**src/ctsc_consts.svh**
```systemverilog
`ifndef CTSC_CONSTS_SVH
`define CTSC_CONSTS_SVH

// ****************************************************************
// channel configuration word layout
// ****************************************************************
`define CTSC_CFG_W          16
`define CTSC_CFG_RESET      16'h0008
`define CTSC_SEL_HI         13
`define CTSC_SEL_LO         12
`define CTSC_FAST_OFF_BIT   11
`define CTSC_SUP_RES_BIT    10
`define CTSC_RSVD0_BIT      9
`define CTSC_IMON_BIT       8
`define CTSC_CONT_BIT       7
`define CTSC_WARN_BIT       6
`define CTSC_MODE_HI        5
`define CTSC_MODE_LO        4
`define CTSC_RSVD1_BIT      3
`define CTSC_WPD_BIT        2

// ****************************************************************
// selector and mode codes
// ****************************************************************
`define CTSC_SEL_A          2'h0
`define CTSC_SEL_B          2'h1
`define CTSC_MODE_SERVO     2'h0
`define CTSC_MODE_OPEN      2'h1
`define CTSC_MODE_DIRECT    2'h2
`define CTSC_MODE_SOFT      2'h3

// ****************************************************************
// supervisor step sizes in tenths of a millivolt
// ****************************************************************
`define CTSC_STEP_W         10
`define CTSC_STEP_FINE      10'h160
`define CTSC_STEP_COARSE    10'h2C0
`define CTSC_STEP_LV_FINE   10'h010
`define CTSC_STEP_LV_COARSE 10'h020

`endif

```
**src/ctsc_pkg.sv**
```systemverilog
package ctsc_pkg;
  // channel sequencing state
  typedef enum logic [1:0] {CH_OFF, CH_RISE, CH_RUN} ctsc_chan_e;
  // trim converter state
  typedef enum logic [2:0] {DAC_IDLE, DAC_SOFT, DAC_SERVO, DAC_HOLD, DAC_LIVE} ctsc_dac_e;

  // decoded configuration word
  typedef struct packed {
    logic [1:0] seqSel;
    logic       fastServoOff;
    logic       supCoarse;
    logic       imonBuffered;
    logic       servoContinuous;
    logic       servoOnWarn;
    logic [1:0] dacMode;
    logic       softDischarge;
  } ctsc_cfg_s;

  // enable pin drive
  typedef struct packed {
    logic drive;
    logic fastPulldown;
    logic weakPulldown;
  } ctsc_en_s;
endpackage

```
**src/ctsc_channel.sv**
```systemverilog
`timescale 1ns/1ps
`include "ctsc_consts.svh"
// What this block does
// - two-bit field picks sequence input a (00) or b (01); others reserved
// - fast servo bit: clear keeps fast servo on, set turns it off
// - resolution bit picks 35.2 or 70.4 mV steps; low variant 1.6 or 3.2, but reset loads 35.2 in both
// - range bit picks resistor sensing (+-80 mV) or buffered monitor mode
// - continuous bit keeps servoing after arrival, only in mode 00
// - re-servo to nominal on warning limit, mode 00 without continuous only
// - after rise time, mode picks servo, open, direct or soft connect
// - direct mode after reset or reload drives the stored startup value
// - clear pull-down bit: fast discharge of enable pin whenever channel off
// - set bit: soft stop discharges weakly, fault stop still discharges fast
// - when the pin is used, channel waits for its selected sequence input
module ctsc_channel #(
  parameter int          DAC_W    = 10,
  parameter bit          LOW_VOLT = 1'b0
) (
  // clock and reset
  input  wire logic                        ref_clk,
  input  wire logic                        nrst,
  // configuration word access
  input  wire logic                        cfgWrEn,
  input  wire logic [`CTSC_CFG_W-1:0]      cfgWrData,
  output logic      [`CTSC_CFG_W-1:0]      cfgRdData,
  // sequence input pins
  input  wire logic                        sequence_input_a,
  input  wire logic                        sequence_input_b,
  // on/off control from the manager core
  input  wire logic                        useSeqPin,
  input  wire logic                        opOn,
  input  wire logic                        faultOff,
  input  wire logic                        riseElapsed,
  // servo and warning status
  input  wire logic                        atTarget,
  input  wire logic                        softDone,
  input  wire logic                        overWarn,
  input  wire logic                        underWarn,
  // trim values
  input  wire logic                        userReload,
  input  wire logic                        dacWrite,
  input  wire logic [DAC_W-1:0]            dacRuntime,
  input  wire logic [DAC_W-1:0]            dacStartup,
  // channel and trim outputs
  output logic                             chanOn,
  output logic                             fastServoEn,
  output logic      [`CTSC_STEP_W-1:0]     supStep,
  output logic                             imonBuffered,
  output logic                             dacConnected,
  output logic                             dacSoftConnecting,
  output logic                             servoActive,
  output logic                             servoToNominal,
  output logic                             dacWriteOk,
  output logic      [DAC_W-1:0]            dacOut,
  // converter enable pin
  output ctsc_pkg::ctsc_en_s               enPin
);
  import ctsc_pkg::*;
  // ****************************************************************
  // configuration register
  // ****************************************************************
  ctsc_cfg_s cfg_q, cfg_d;
  // reserved positions are never stored, so writes there have no effect
  always_comb begin
    cfg_d = cfg_q;
    if (cfgWrEn) begin
      cfg_d.seqSel          = cfgWrData[`CTSC_SEL_HI:`CTSC_SEL_LO];
      cfg_d.fastServoOff    = cfgWrData[`CTSC_FAST_OFF_BIT];
      cfg_d.supCoarse       = cfgWrData[`CTSC_SUP_RES_BIT];
      cfg_d.imonBuffered    = cfgWrData[`CTSC_IMON_BIT];
      cfg_d.servoContinuous = cfgWrData[`CTSC_CONT_BIT];
      cfg_d.servoOnWarn     = cfgWrData[`CTSC_WARN_BIT];
      cfg_d.dacMode         = cfgWrData[`CTSC_MODE_HI:`CTSC_MODE_LO];
      cfg_d.softDischarge   = cfgWrData[`CTSC_WPD_BIT];
    end
  end
  // readback word with fixed reserved bits
  logic [`CTSC_CFG_W-1:0] rd_d;
  always_comb begin
    rd_d                                  = '0;
    rd_d[`CTSC_SEL_HI:`CTSC_SEL_LO]       = cfg_d.seqSel;
    rd_d[`CTSC_FAST_OFF_BIT]              = cfg_d.fastServoOff;
    rd_d[`CTSC_SUP_RES_BIT]               = cfg_d.supCoarse;
    rd_d[`CTSC_RSVD0_BIT]                 = 1'b0;
    rd_d[`CTSC_IMON_BIT]                  = cfg_d.imonBuffered;
    rd_d[`CTSC_CONT_BIT]                  = cfg_d.servoContinuous;
    rd_d[`CTSC_WARN_BIT]                  = cfg_d.servoOnWarn;
    rd_d[`CTSC_MODE_HI:`CTSC_MODE_LO]     = cfg_d.dacMode;
    rd_d[`CTSC_RSVD1_BIT]                 = 1'b1;
    rd_d[`CTSC_WPD_BIT]                   = cfg_d.softDischarge;
  end
  // static decodes, all registered so outputs leave flip-flops
  logic [`CTSC_STEP_W-1:0] step_d;
  always_comb begin
    if (LOW_VOLT) begin
      step_d = cfg_d.supCoarse ? `CTSC_STEP_LV_COARSE : `CTSC_STEP_LV_FINE;
    end else begin
      step_d = cfg_d.supCoarse ? `CTSC_STEP_COARSE : `CTSC_STEP_FINE;
    end
  end
  always_ff @(posedge ref_clk or negedge nrst) begin
    if (!nrst) begin
      cfg_q        <= '0;
      cfgRdData    <= `CTSC_CFG_RESET;
      supStep      <= `CTSC_STEP_FINE;
      fastServoEn  <= 1'b1;
      imonBuffered <= 1'b0;
    end else begin
      cfg_q        <= cfg_d;
      cfgRdData    <= rd_d;
      supStep      <= step_d;
      fastServoEn  <= ~cfg_d.fastServoOff;
      imonBuffered <= cfg_d.imonBuffered;
    end
  end
  // ****************************************************************
  // sequence pin synchronisers
  // ****************************************************************
  logic [1:0] pinMeta_q, pinSync_q;
  always_ff @(posedge ref_clk or negedge nrst) begin
    if (!nrst) begin
      pinMeta_q <= 2'h0;
      pinSync_q <= 2'h0;
    end else begin
      pinMeta_q <= {sequence_input_b, sequence_input_a};
      pinSync_q <= pinMeta_q;
    end
  end
  // reserved selector codes never count as asserted
  logic seqAsserted;
  always_comb begin
    case (cfg_q.seqSel)
      `CTSC_SEL_A: seqAsserted = pinSync_q[0];
      `CTSC_SEL_B: seqAsserted = pinSync_q[1];
      default:     seqAsserted = 1'b0;
    endcase
  end
  // ****************************************************************
  // channel on/off sequencing
  // ****************************************************************
  ctsc_chan_e chan_q, chan_d;
  logic       faultStop_q, faultStop_d;
  logic       runReq;
  always_comb begin
    runReq      = opOn && !faultOff && (!useSeqPin || seqAsserted);
    chan_d      = chan_q;
    faultStop_d = faultStop_q;
    case (chan_q)
      CH_OFF: begin
        if (runReq) begin
          chan_d      = CH_RISE;
          faultStop_d = 1'b0;
        end
      end
      CH_RISE, CH_RUN: begin
        if (!runReq) begin
          chan_d      = CH_OFF;
          faultStop_d = faultOff; // remembers why the channel went down
        end else if (chan_q == CH_RISE && riseElapsed) begin
          chan_d = CH_RUN;
        end
      end
      default: chan_d = CH_OFF;
    endcase
  end
  // enable pin drive; uses the word being written so the pull-down kind never lags it
  ctsc_en_s en_d;
  always_comb begin
    en_d.drive        = (chan_d != CH_OFF);
    en_d.fastPulldown = !en_d.drive && (!cfg_d.softDischarge || faultStop_d);
    en_d.weakPulldown = !en_d.drive && cfg_d.softDischarge && !faultStop_d;
  end
  always_ff @(posedge ref_clk or negedge nrst) begin
    if (!nrst) begin
      chan_q      <= CH_OFF;
      faultStop_q <= 1'b0;
      chanOn      <= 1'b0;
      enPin       <= '{drive: 1'b0, fastPulldown: 1'b1, weakPulldown: 1'b0};
    end else begin
      chan_q      <= chan_d;
      faultStop_q <= faultStop_d;
      chanOn      <= (chan_d != CH_OFF);
      enPin       <= en_d;
    end
  end
  // ****************************************************************
  // trim converter control
  // ****************************************************************
  ctsc_dac_e       dac_q, dac_d;
  logic            useStartup_q, useStartup_d;
  logic            nominal_q, nominal_d;
  logic            warnHit;
  logic [DAC_W-1:0] dacOut_d;
  always_comb begin
    warnHit      = overWarn || underWarn;
    dac_d        = dac_q;
    nominal_d    = nominal_q;
    // startup value holds from reset or reload until a runtime write
    useStartup_d = userReload ? 1'b1 : (dacWrite ? 1'b0 : useStartup_q);
    if (chan_q != CH_RUN) begin
      dac_d     = DAC_IDLE;
      nominal_d = 1'b0;
    end else begin
      case (dac_q)
        DAC_IDLE: begin
          case (cfg_q.dacMode)
            `CTSC_MODE_SERVO:  dac_d = DAC_SOFT;
            `CTSC_MODE_DIRECT: dac_d = DAC_LIVE;
            `CTSC_MODE_SOFT:   dac_d = DAC_SOFT;
            default:           dac_d = DAC_IDLE;
          endcase
        end
        DAC_SOFT: begin
          if (softDone) begin
            dac_d = (cfg_q.dacMode == `CTSC_MODE_SERVO) ? DAC_SERVO : DAC_LIVE;
          end
        end
        DAC_SERVO: begin
          if (atTarget && !cfg_q.servoContinuous) begin
            dac_d     = DAC_HOLD;
            nominal_d = 1'b0;
          end
        end
        DAC_HOLD: begin
          if (cfg_q.servoContinuous) begin
            dac_d = DAC_SERVO;
          end else if (cfg_q.servoOnWarn && warnHit) begin
            dac_d     = DAC_SERVO;
            nominal_d = 1'b1;
          end
        end
        DAC_LIVE: dac_d = DAC_LIVE;
        default:  dac_d = DAC_IDLE;
      endcase
      // a mode change while running restarts the connect sequence
      if (cfgWrEn && cfg_d.dacMode != cfg_q.dacMode) begin
        dac_d = DAC_IDLE;
      end
    end
    dacOut_d = useStartup_d ? dacStartup : dacRuntime;
  end
  always_ff @(posedge ref_clk or negedge nrst) begin
    if (!nrst) begin
      dac_q             <= DAC_IDLE;
      useStartup_q      <= 1'b1;
      nominal_q         <= 1'b0;
      dacConnected      <= 1'b0;
      dacSoftConnecting <= 1'b0;
      servoActive       <= 1'b0;
      servoToNominal    <= 1'b0;
      dacWriteOk        <= 1'b0;
      dacOut            <= '0;
    end else begin
      dac_q             <= dac_d;
      useStartup_q      <= useStartup_d;
      nominal_q         <= nominal_d;
      dacConnected      <= dac_d inside {DAC_SERVO, DAC_HOLD, DAC_LIVE};
      dacSoftConnecting <= (dac_d == DAC_SOFT);
      servoActive       <= (dac_d == DAC_SERVO);
      servoToNominal    <= nominal_d;
      dacWriteOk        <= (dac_d == DAC_LIVE) && (cfg_q.dacMode == `CTSC_MODE_SOFT);
      dacOut            <= dacOut_d;
    end
  end
endmodule

```
**config.mk**
```make
export PLATFORM = sky130hd
export DESIGN_NAME = ctsc_channel
export DESIGN_NICKNAME = d
export VERILOG_FILES = /design/src/ctsc_pkg.sv /design/src/ctsc_channel.sv
export VERILOG_INCLUDE_DIRS = /design/src
export SDC_FILE = /design/constraint.sdc
export NUM_CORES = 1
export LEC_CHECK = 0
export BUFFER_PORTS_ARGS = -buffer_cell sky130_fd_sc_hd__buf_4
export CAP_MARGIN = 10
export CORE_ASPECT_RATIO = 0.75
export CORE_MARGIN = 4
export CORE_UTILIZATION = 45
export DETAILED_ROUTE_END_ITERATION = 12
export PLACE_DENSITY_LB_ADDON = 0.15
export SETUP_SLACK_MARGIN = 0.2
export SYNTH_ARGS = -nofsm -noshare
export SYNTH_HDL_FRONTEND = slang
export SYNTH_SLANG_ARGS = --single-unit
```
**constraint.sdc**
```tcl
create_clock -name ref_clk -period 2.1 [get_ports ref_clk]
set_clock_uncertainty 0.05 [all_clocks]
set_input_delay 0.315 -clock ref_clk [delete_from_list [all_inputs] [get_ports ref_clk]]
set_output_delay 0.315 -clock ref_clk [all_outputs]
set_load 0.005 [all_outputs]
```
== After elaboration in Yosys (flattened, before gate mapping) ==
Cells that the tools add are included.
Cells by class
  mux-type cells: 27
  bitwise gates (word level): 1
  equal/unequal tests: 18
  reductions and logical operators: 29
Operator list (count)
  10-bit 2-to-1 mux: 3
  3-bit 2-to-1 mux: 7
  3-bit case mux with 5 select lines: 1
  3-bit by 2-bit equality test with 1-bit output (second input constant): 4
  1-bit logical AND: 10
  3-bit inequality test (second input constant): 3
  1-bit 2-to-1 mux: 8
  2-bit equality test (second input constant): 3
  3-bit by 1-bit equality test with 1-bit output (second input constant): 2
  3-bit equality test (second input constant): 2
  1-bit logical NOT: 6
  2-bit logical NOT: 3
  2-bit 2-to-1 mux: 3
  1-bit case mux with 2 select lines: 3
  3-bit case mux with 2 select lines: 1
  3-bit nonzero test: 2
  2-bit by 1-bit equality test with 1-bit output (second input constant): 2
  2-bit case mux with 2 select lines: 1
  4-bit AND reduction: 1
  2-bit OR reduction: 2
  3-bit logical NOT: 1
  1-bit logical OR: 3
  2-bit inequality test: 1
  2-bit inequality test (second input constant): 1
  other kinds (2): 2
Storage, ports and cells
  output and inout port bits: 47
  register bits: 60
  word-level logic and storage cells: 101
  input port bits: 51

== Logic depth before layout (Yosys ltp) ==
Gate-level depths: netlist of run 1.
  depth in word-level cells: 10
  gate-level depth with buffers: 7
  depth with buffers taken out: 7

== Worst setup path after synthesis of run 1 ==
OpenSTA, ideal clock, no wires.
  path type: register to register
  from: register cfg_q[1] in the netlist's numbering
  to: register dacWriteOk
  arrival: 1421 ps
  library setup time: 88 ps
  period minus slack after synthesis: 1559 ps
  buffers on the path: 0
  data required time: 1962 ps
  stages on the path, launching flop included: 7
  setup slack: 541 ps
  cell sequence: dfrtp_1 inv_1 ha_1 o32a_1 nor2_1 nand3_1 nor3b_1
Between the ends
  cells in the longest elaborated chain, start to end: 8
  elaborated cells between the ends (all ways): 15
  those cells by class: eq/ne: 4; mux: 7; reduce/logical: 4
Ends and longest elaborated chain
  from (decl): RTL line ctsc_channel.sv:62  | ctsc_cfg_s cfg_q, cfg_d;
  from (signal assigned): RTL line ctsc_channel.sv:109  | cfg_q <= cfg_d;
  2-bit equality test or 2-bit logical NOT (tied branches): RTL line ctsc_channel.sv:206  | case (cfg_q.dacMode)
  2-bit OR reduction (no line) or 3-bit 2-to-1 mux (tied branches)
  3-bit case mux with 2 select lines or 3-bit 2-to-1 mux (tied branches): RTL line ctsc_channel.sv:206, ctsc_channel.sv:214
  3-bit case mux with 5 select lines: RTL line ctsc_channel.sv:204  | case (dac_q)
  3-bit 2-to-1 mux: RTL line ctsc_channel.sv:236  | if (cfgWrEn && cfg_d.dacMode != cfg_q.dacMode) begin
  3-bit 2-to-1 mux: RTL line ctsc_channel.sv:200  | if (chan_q != CH_RUN) begin
  3-bit equality test: RTL line ctsc_channel.sv:261  | dacWriteOk <= (dac_d == DAC_LIVE) && (cfg_q.dacMode == `CTSC_MODE_SOFT);
  1-bit logical AND (*): RTL line ctsc_channel.sv:261
  to (signal assigned): RTL line ctsc_channel.sv:261
  to (decl): RTL line ctsc_channel.sv:53  | output logic dacWriteOk,
Mark *: on every way between the ends. The rest lies on a longest branch, timed or not.
A chain may end at the register's enable or synchronous reset.

==> metrics.md, run 1 <==
| Metric | Value |
|---|---|
| Status | finished, final reports clean |
| Max_cap viols | 0 |
| Clock slew at reported path FFs | 0.08 ns |
| Pre-antenna DRT Iters | 5 |
| Synth-to-layout area growth | 38.2% |
| Hold Path Class | input port to flip-flop |
| DIE AREA | 0.00529 sq mm |
| Placed instance area | 0.00245 sq mm |
| Max-slew violations | 0 |
| CTS tree | built |
| Unrepaired setup endpoints after global routing | false |
| Synthesized area per cell | 11.6 sq um |
| Pwr Density | 841 mW/mm^2 |
| Area contributors post-synth | dfrtp_1 49%, mux2_2 9.6%, buf_4 6.8%, dfstp_2 5.6%, ha_1 4.7% |
| Largest net degree at the start of global routing | 42 |
| Top cell by count, worst path | inv_1 |
| Fraction of layout cells with a size suffix above 1 | 47.1% |
| Worst Path Required | 2.22 ns |
| Max Fanout on Critical Path | 5 |
| Vias in the first global route | 1370 |
| Fin Setup TNS | 0 ns |
| Adder-cell area share of the yosys netlist | 4.66% |
| DRT antenna net count | 0 |
| Core Box Area | 0.00403 sq mm |
| GRT overflow | 0 |
| Setup CP Type | flip-flop to flip-flop |
| DP HPWL | 3050 microns |
| Number of I/O port buffers | 79 |
| Largest family of logic cells by synthesized area | multiplexers |
| WL final | 3830 microns |
| Synth Area in Compound Gates | 9.12% |
| Starting DRT DRC Count | 45 |
| Skew-Pair Late Insertion Delay | 0.29 ns |
| CP arrival | 1.86 ns |
| Critical path's slowest cell | dfrtp_1 |
| Htree depth | 2 |
| Via count | 1360 |
| Yosys warning count | 0 |
| Antenna cell count | 0 |
| I/O Pins | 98 |
| DRC | 0 |
| Crit path cell chain | inv_1, ha_1, inv_1, a211o_1, o21ai_0, o21a_1, nor2_1 |
| CP delay by family, top | compound AO/OA/AOI/OAI gates |
| Hold slack final | 0.0758 ns |
| Gr usage total | 15.6% |
| Synthesized area | 0.00188 sq mm |
| Final setup viols | 0 |
| Distinct cell type count after synthesis | 36 |
| Deepest clock path buffer count | 2 |
| Final instance area | 0.00260 sq mm |
| Worst R2R Setup Slack | 0.36 ns |
| Initial antenna violation count | 0 |
| Layout Nets | 299 |
| First-pass GRT wire length | 6100 microns |
| Setup slack at placement | 0.381 ns |
| Fill cell count | 330 |
| Mapped Cells | 162 |
| Yosys reg bits | 41 |
| Worst path max stage delay | 0.43 ns |
| Worst vdd ir | 0.518 mV |
| Reg area | 0.00103 sq mm |
| Inserted Clock Buffers | 5 |
| Bufs and invs on worst path | 2 |
| Top cell type by total area after synthesis | dfrtp_1 |
| Die height | 64.0 microns |
| Clock sink total | 41 |
| Xor and xnor area share after synthesis | 0.931% |
| Min cycle time layout | 1.74 ns |
| Die X | 82.6 microns |
| Initial Utilization | 46.7% |
| Post-synthesis mux area share | 11.2% |
| Final worst-path cycle share | 83.1% |
| Total power draw | 2.18 mW |
| Leak | 1.32 nW |
| Post-synthesis sequential area ratio | 54.8% |
| Placer congestion estimate | 0.785 |
| CP endpoint kind | flip-flop |
| Setup ws final | 0.356 ns |
| WL/cell | 12.9 microns |
| Routed vias/inst | 4.58 |
| Root buf cell | clkbuf_8 |
| Fmax | 573 MHz |
| Setup crit start kind | flip-flop |
| Post-synthesis simple-gate area fraction | 9.31% |
| Post-synth top area share | 49.2% |
| Final hold vios | 0 |
| Multi-input combinational cell area | 709 sq um |
| Std cell rows | 20 |
[final timing paths]
check	from	to	cells after the start
setup / recovery	chan_q[1]	enPin[0]	7
max in group asynchronous	nrst	enPin[1]	2
hold / removal	sequence_input_a	pinMeta_q[0]	1
min in group asynchronous	nrst	dacSoftConnecting	2
setup reg to reg	chan_q[1]	enPin[0]	7
hold reg to reg	pinMeta_q[1]	pinSync_q[1]	0
[what timing repair did]
item / in CTS / in global routing
resized for setup: 0 / 1
hold buffers: 1 / 0
setup endpoints to repair: 0 / 1
hold endpoints to repair: 37 / 0
setup buffers: 0 / 0
[through the flow]
stage / std cells / utilization, %
2_1_floorplan: 172 / -
3_3_place_gp: 288 / 60.9
3_5_place_dp: 288 / 60.9
4_1_cts: 297 / 64.4
5_1_grt: 297 / 64.5
6_report: 297 / 64.5
[state kept, by name (all words and copies together), names as in the netlist]
signal,count
cfgRdData,8
cfg_q,2
chan_q,2
dacConnected,1
dacOut,10
dacSoftConnecting,1
dacWriteOk,1
dac_q,3
enPin,3
fastServoEn,1
faultStop_q,1
nominal_q,1
pinMeta_q,2
pinSync_q,2
servoActive,1
supStep,1
useStartup_q,1
[power by group]
part	switching (mW)	internal (mW)	total, mW
logic	0.226	0.279	0.505
registers	0.0560	0.892	0.948
clock network	0.260	0.472	0.731
total	0.542	1.64	2.18
[layout by cell type, fill, tap and decap left out, types with 3 or more instances in the layout]
cell and count:
a31oi_1 3, buf_4 80, mux2_2 16, ha_1 7, nand2_1 11, clkbuf_8 5, dfrtp_1 37, dfstp_2 4
mux2i_1 3, nor2_1 6, a21oi_1 3, nor3b_1 3, inv_1 12, conb_1 12, o21ai_0 10
[layout make-up]
| type | count | share of cell area (%) |
|---|---|---|
| sequential | 41 | 39.7 |
| clock inverter | 3 | 2.50 |
| clock buffer | 5 | 2.65 |
| tap | 55 | 2.65 |
| multi-input combinational | 100 | 27.3 |
| inverter | 12 | 1.73 |
| timing repair buffer | 81 | 23.5 |
[cells in the mapped netlist, drive strengths merged]
library cell	instances
nor2	7
a31oi	3
nor3b	4
clkbuf	1
o32a	1
nor2b	3
nand3	2
o22ai	1
and3	2
o32ai	1
nand2b	1
dfrtp	37
a21boi	1
a211oi	1
a211o	1
inv	12
and2	1
nand2	11
xor2	2
mux2i	3
ha	7
mux2	16
o21a	2
conb	2
buf	18
a22oi	1
dfstp	4
a21oi	4
a21o	1
o21ai	10
or3b	1
nor3	1
[cells by family after synthesis]
logic type | after synthesis
DFF | 41
and+or+nand+nor | 33
buffers and inverters | 31
AOI/OAI and AO/OA | 27
muxes | 19
adders and majority gates | 7
other | 2
xor gates and xnor gates | 2
[worst register-to-register path, stage by stage, from the launching register on]
cell     delay [ns]
dfrtp_1        0.43
inv_1          0.10
ha_1           0.36
inv_1          0.05
a211o_1        0.28
o21ai_0        0.10
o21a_1         0.19
nor2_1         0.06
[layer usage]
metal | track usage [%] | vias up | share of wire, %
met1 | 19.2 | 613 | 42
met5 | 0 | - | 0
li1 | - | 672 | -
met4 | 6.73 | 0 | 1.5
met3 | 6.90 | 8 | 13
met2 | 23.5 | 67 | 44
Note: power is estimated with default switching activity, not from simulation.
==> run 2: changes to the inputs <==
- CORE_UTILIZATION: 45 -> 40
- clock period: 2.1 -> 1.5 ns (I/O delays scaled with it)
==> run 2 against run 1 <==
Effect of this change: the run now ends with negative setup slack left; global-route usage decreased by 1.4 points; critical path depth unchanged; combinational power increased by 87%; flip-flop and latch count unchanged; register-to-register slack got worse by 0.38 ns; critical endpoint unchanged; largest power group unchanged; die area increased by 11%; setup slack got worse by 0.38 ns; highest routed layer unchanged; total power increased by 36%; non-clock buffer count increased by 23.
==> metrics.md, run 2 (same netlist as run 1, synthesis figures left out) <==
| Metric | Value |
|---|---|
| Status | complete, but fails checks |
| Failing checks | negative setup slack |
| FF-to-FF Start | chan_q[0] |
| Placer congestion estimate | 0.733 |
| Clock sink total | 41 |
| Setup CP Type | flip-flop to flip-flop |
| Post-Layout Cell Count | 322 |
| Unrepaired setup endpoints after global routing | true |
| CP endpoint kind | flip-flop |
| Crit path cell chain | inv_2, ha_4, inv_2, a211o_1, o21ai_1, o21a_1, nor2_1 |
| I/O Pins | 98 |
| DP HPWL | 3160 microns |
| DRC | 0 |
| Min cycle time layout | 1.52 ns |
| DIE AREA | 0.00587 sq mm |
| Total power draw | 2.98 mW |
| Most frequent cells in the layout | 99 x buf_4, 35 x dfrtp_1, 15 x mux2_2 |
| Hold Path Depth | 2 |
| Hold slack final | 0.0399 ns |
| Top flop regs | dacOut x10, cfgRdData x8 |
| Deepest clock path buffer count | 2 |
| Final worst-path cycle share | 102% |
| Setup ws final | -0.0232 ns |
| Setup crit start kind | flip-flop |
| GRT overflow | 0 |
| Worst Path Required | 1.63 ns |
| Final hold vios | 0 |
| Critical path's slowest cell | dfrtp_1 |
| Met3 GRT Util | 5.37% |
| Core Box Area | 0.00449 sq mm |
| CP arrival | 1.65 ns |
| Cell count after placement | 305 |
| Std cell rows | 21 |
| R2R cell count | 7 |
| Worst path max stage delay | 0.43 ns |
| Pre-antenna DRT Iters | 2 |
| Initial Utilization | 41.9% |
| Critical path launch point | chan_q[0] |
| Inserted Clock Buffers | 5 |
| Largest Register | dacOut |
| Max-slew violations | 0 |
| HP Start | cfgWrData[11] |
| Slew @ Worst Pin | 0.509 ns |
| WL/cell | 13.1 microns |
| Via count | 1464 |
| Pwr Density | 1030 mW/mm^2 |
| Final instance area | 0.00288 sq mm |
| Flop pwr share | 44.5% |
| Layout Nets | 322 |
| Max FFs per register | 10 |
| Slew HR | 66.0% |
| First-pass GRT wire length | 6330 microns |
| Routed vias/inst | 4.55 |
| Worst vdd ir | 0.599 mV |
| Top cell by count, worst path | inv_2 |
| M2 GR Usage | 20.7% |
| Antenna cell count | 0 |
| Max Fanout on Critical Path | 5 |
| Commonest non-fill, non-tap cell in the layout | buf_4 |
| M1 GR Usage | 19.7% |
| WL final | 4230 microns |
| Final setup viols | 2 |
| Initial antenna violation count | 0 |
| Skew-Pair Late Insertion Delay | 0.29 ns |
| Vias in the first global route | 1364 |
| Placed instance area | 0.00261 sq mm |
| Root buf cell | clkbuf_8 |
| Largest net degree at the start of global routing | 42 |
| Setup slack at placement | -0.0624 ns |
| NetSw | 0.851 mW |
| Number of I/O port buffers | 79 |
| Comb power frac | 31.7% |
| Hold Path Class | input port to flip-flop |
| Grt peak-use layer | met2 |
| Switching Fraction | 28.6% |
| Htree depth | 2 |
| CTS tree | built |
| Synth-to-layout area growth | 53.4% |
| Clock slew at reported path FFs | 0.08 ns |
| Die X | 87.2 microns |
| DRT antenna net count | 0 |
| Fmax | 657 MHz |
| Leak | 1.42 nW |
| Max_cap viols | 0 |
| Cell Int Power | 2.13 mW |
| Fraction of layout cells with a size suffix above 1 | 60.8% |
| Gr usage total | 14.2% |
| Die height | 67.4 microns |
| Starting DRT DRC Count | 33 |
| Clk pwr share | 23.8% |
run 2: changes by cell type in the layout (fill, tap and decap cells not counted), sizes merged:
cell	delta
buf	+21
bufinv	-2
clkbuf	+1
clkinv	-1
clkinvlp	+2
dlygate4sd3	+2
run 2: metrics by stage:
step / utilization (%) / TNS (ns)
floorplan: - / 0
global placement: 58.2 / -0.0196
detailed placement: 58.2 / -0.0702
CTS: 62.5 / -0.0352
global route: 64.2 / -0.323
finish: 64.2 / -0.0318
run 2: final cells by class:
type                            count  area, sq um
Fill cell                         369         1610
Sequential cell                    41         1030
Multi-Input combinational cell    100          848
Timing Repair Buffer              104          796
Clock buffer                        6         72.6
Tap cell                           57         71.3
Inverter                           12         47.5
Clock inverter                      2         15.0
run 2: worst max-delay path, delay by kind of cell, from the launching register on:
| family | cells | cell delay [ns] |
|---|---|---|
| simple gates | 1 | 0.05 |
| buf+inv | 2 | 0.11 |
| compound gates | 3 | 0.48 |
| fa+ha+maj | 1 | 0.30 |
| flops | 1 | 0.43 |
run 2: timing repair:
item / CTS / global route
hold buffers: 3 / 0
pin swaps: 8 / 9
setup buffers: 3 / 3
gates resized for setup: 15 / 17
hold endpoints to repair: 39 / 0
setup endpoints to repair: 14 / 14
run 2: final timing paths:
check | slack (ns) | to
max | -0.02 | enPin[0]
min | 0.04 | fastServoEn
max reg2reg | -0.02 | enPin[0]
min reg2reg | 0.31 | pinSync_q[1]
max in group asynchronous | 0.62 | cfgRdData[5]
min in group asynchronous | 0.41 | dacOut[9]
run 2: power groups by stage:
stage	Combinational [mW]	Sequential, mW	Clock [mW]
after global placement	0.859	1.34	0
after CTS	0.912	1.32	0.734
after floorplan	0.447	1.35	0
after global routing	1.04	1.34	0.786
final	0.945	1.33	0.708
after detailed placement	0.868	1.34	0
run 2: per-layer routing:
| metal | wire, microns | up-vias | part of all wire, % |
|---|---|---|---|
| li1 | - | 720 | - |
| met1 | 2000 | 691 | 47 |
| met2 | 1870 | 48 | 44 |
| met3 | 312 | 5 | 7.4 |
| met4 | 42 | 0 | 0.99 |
| met5 | 0 | - | 0 |
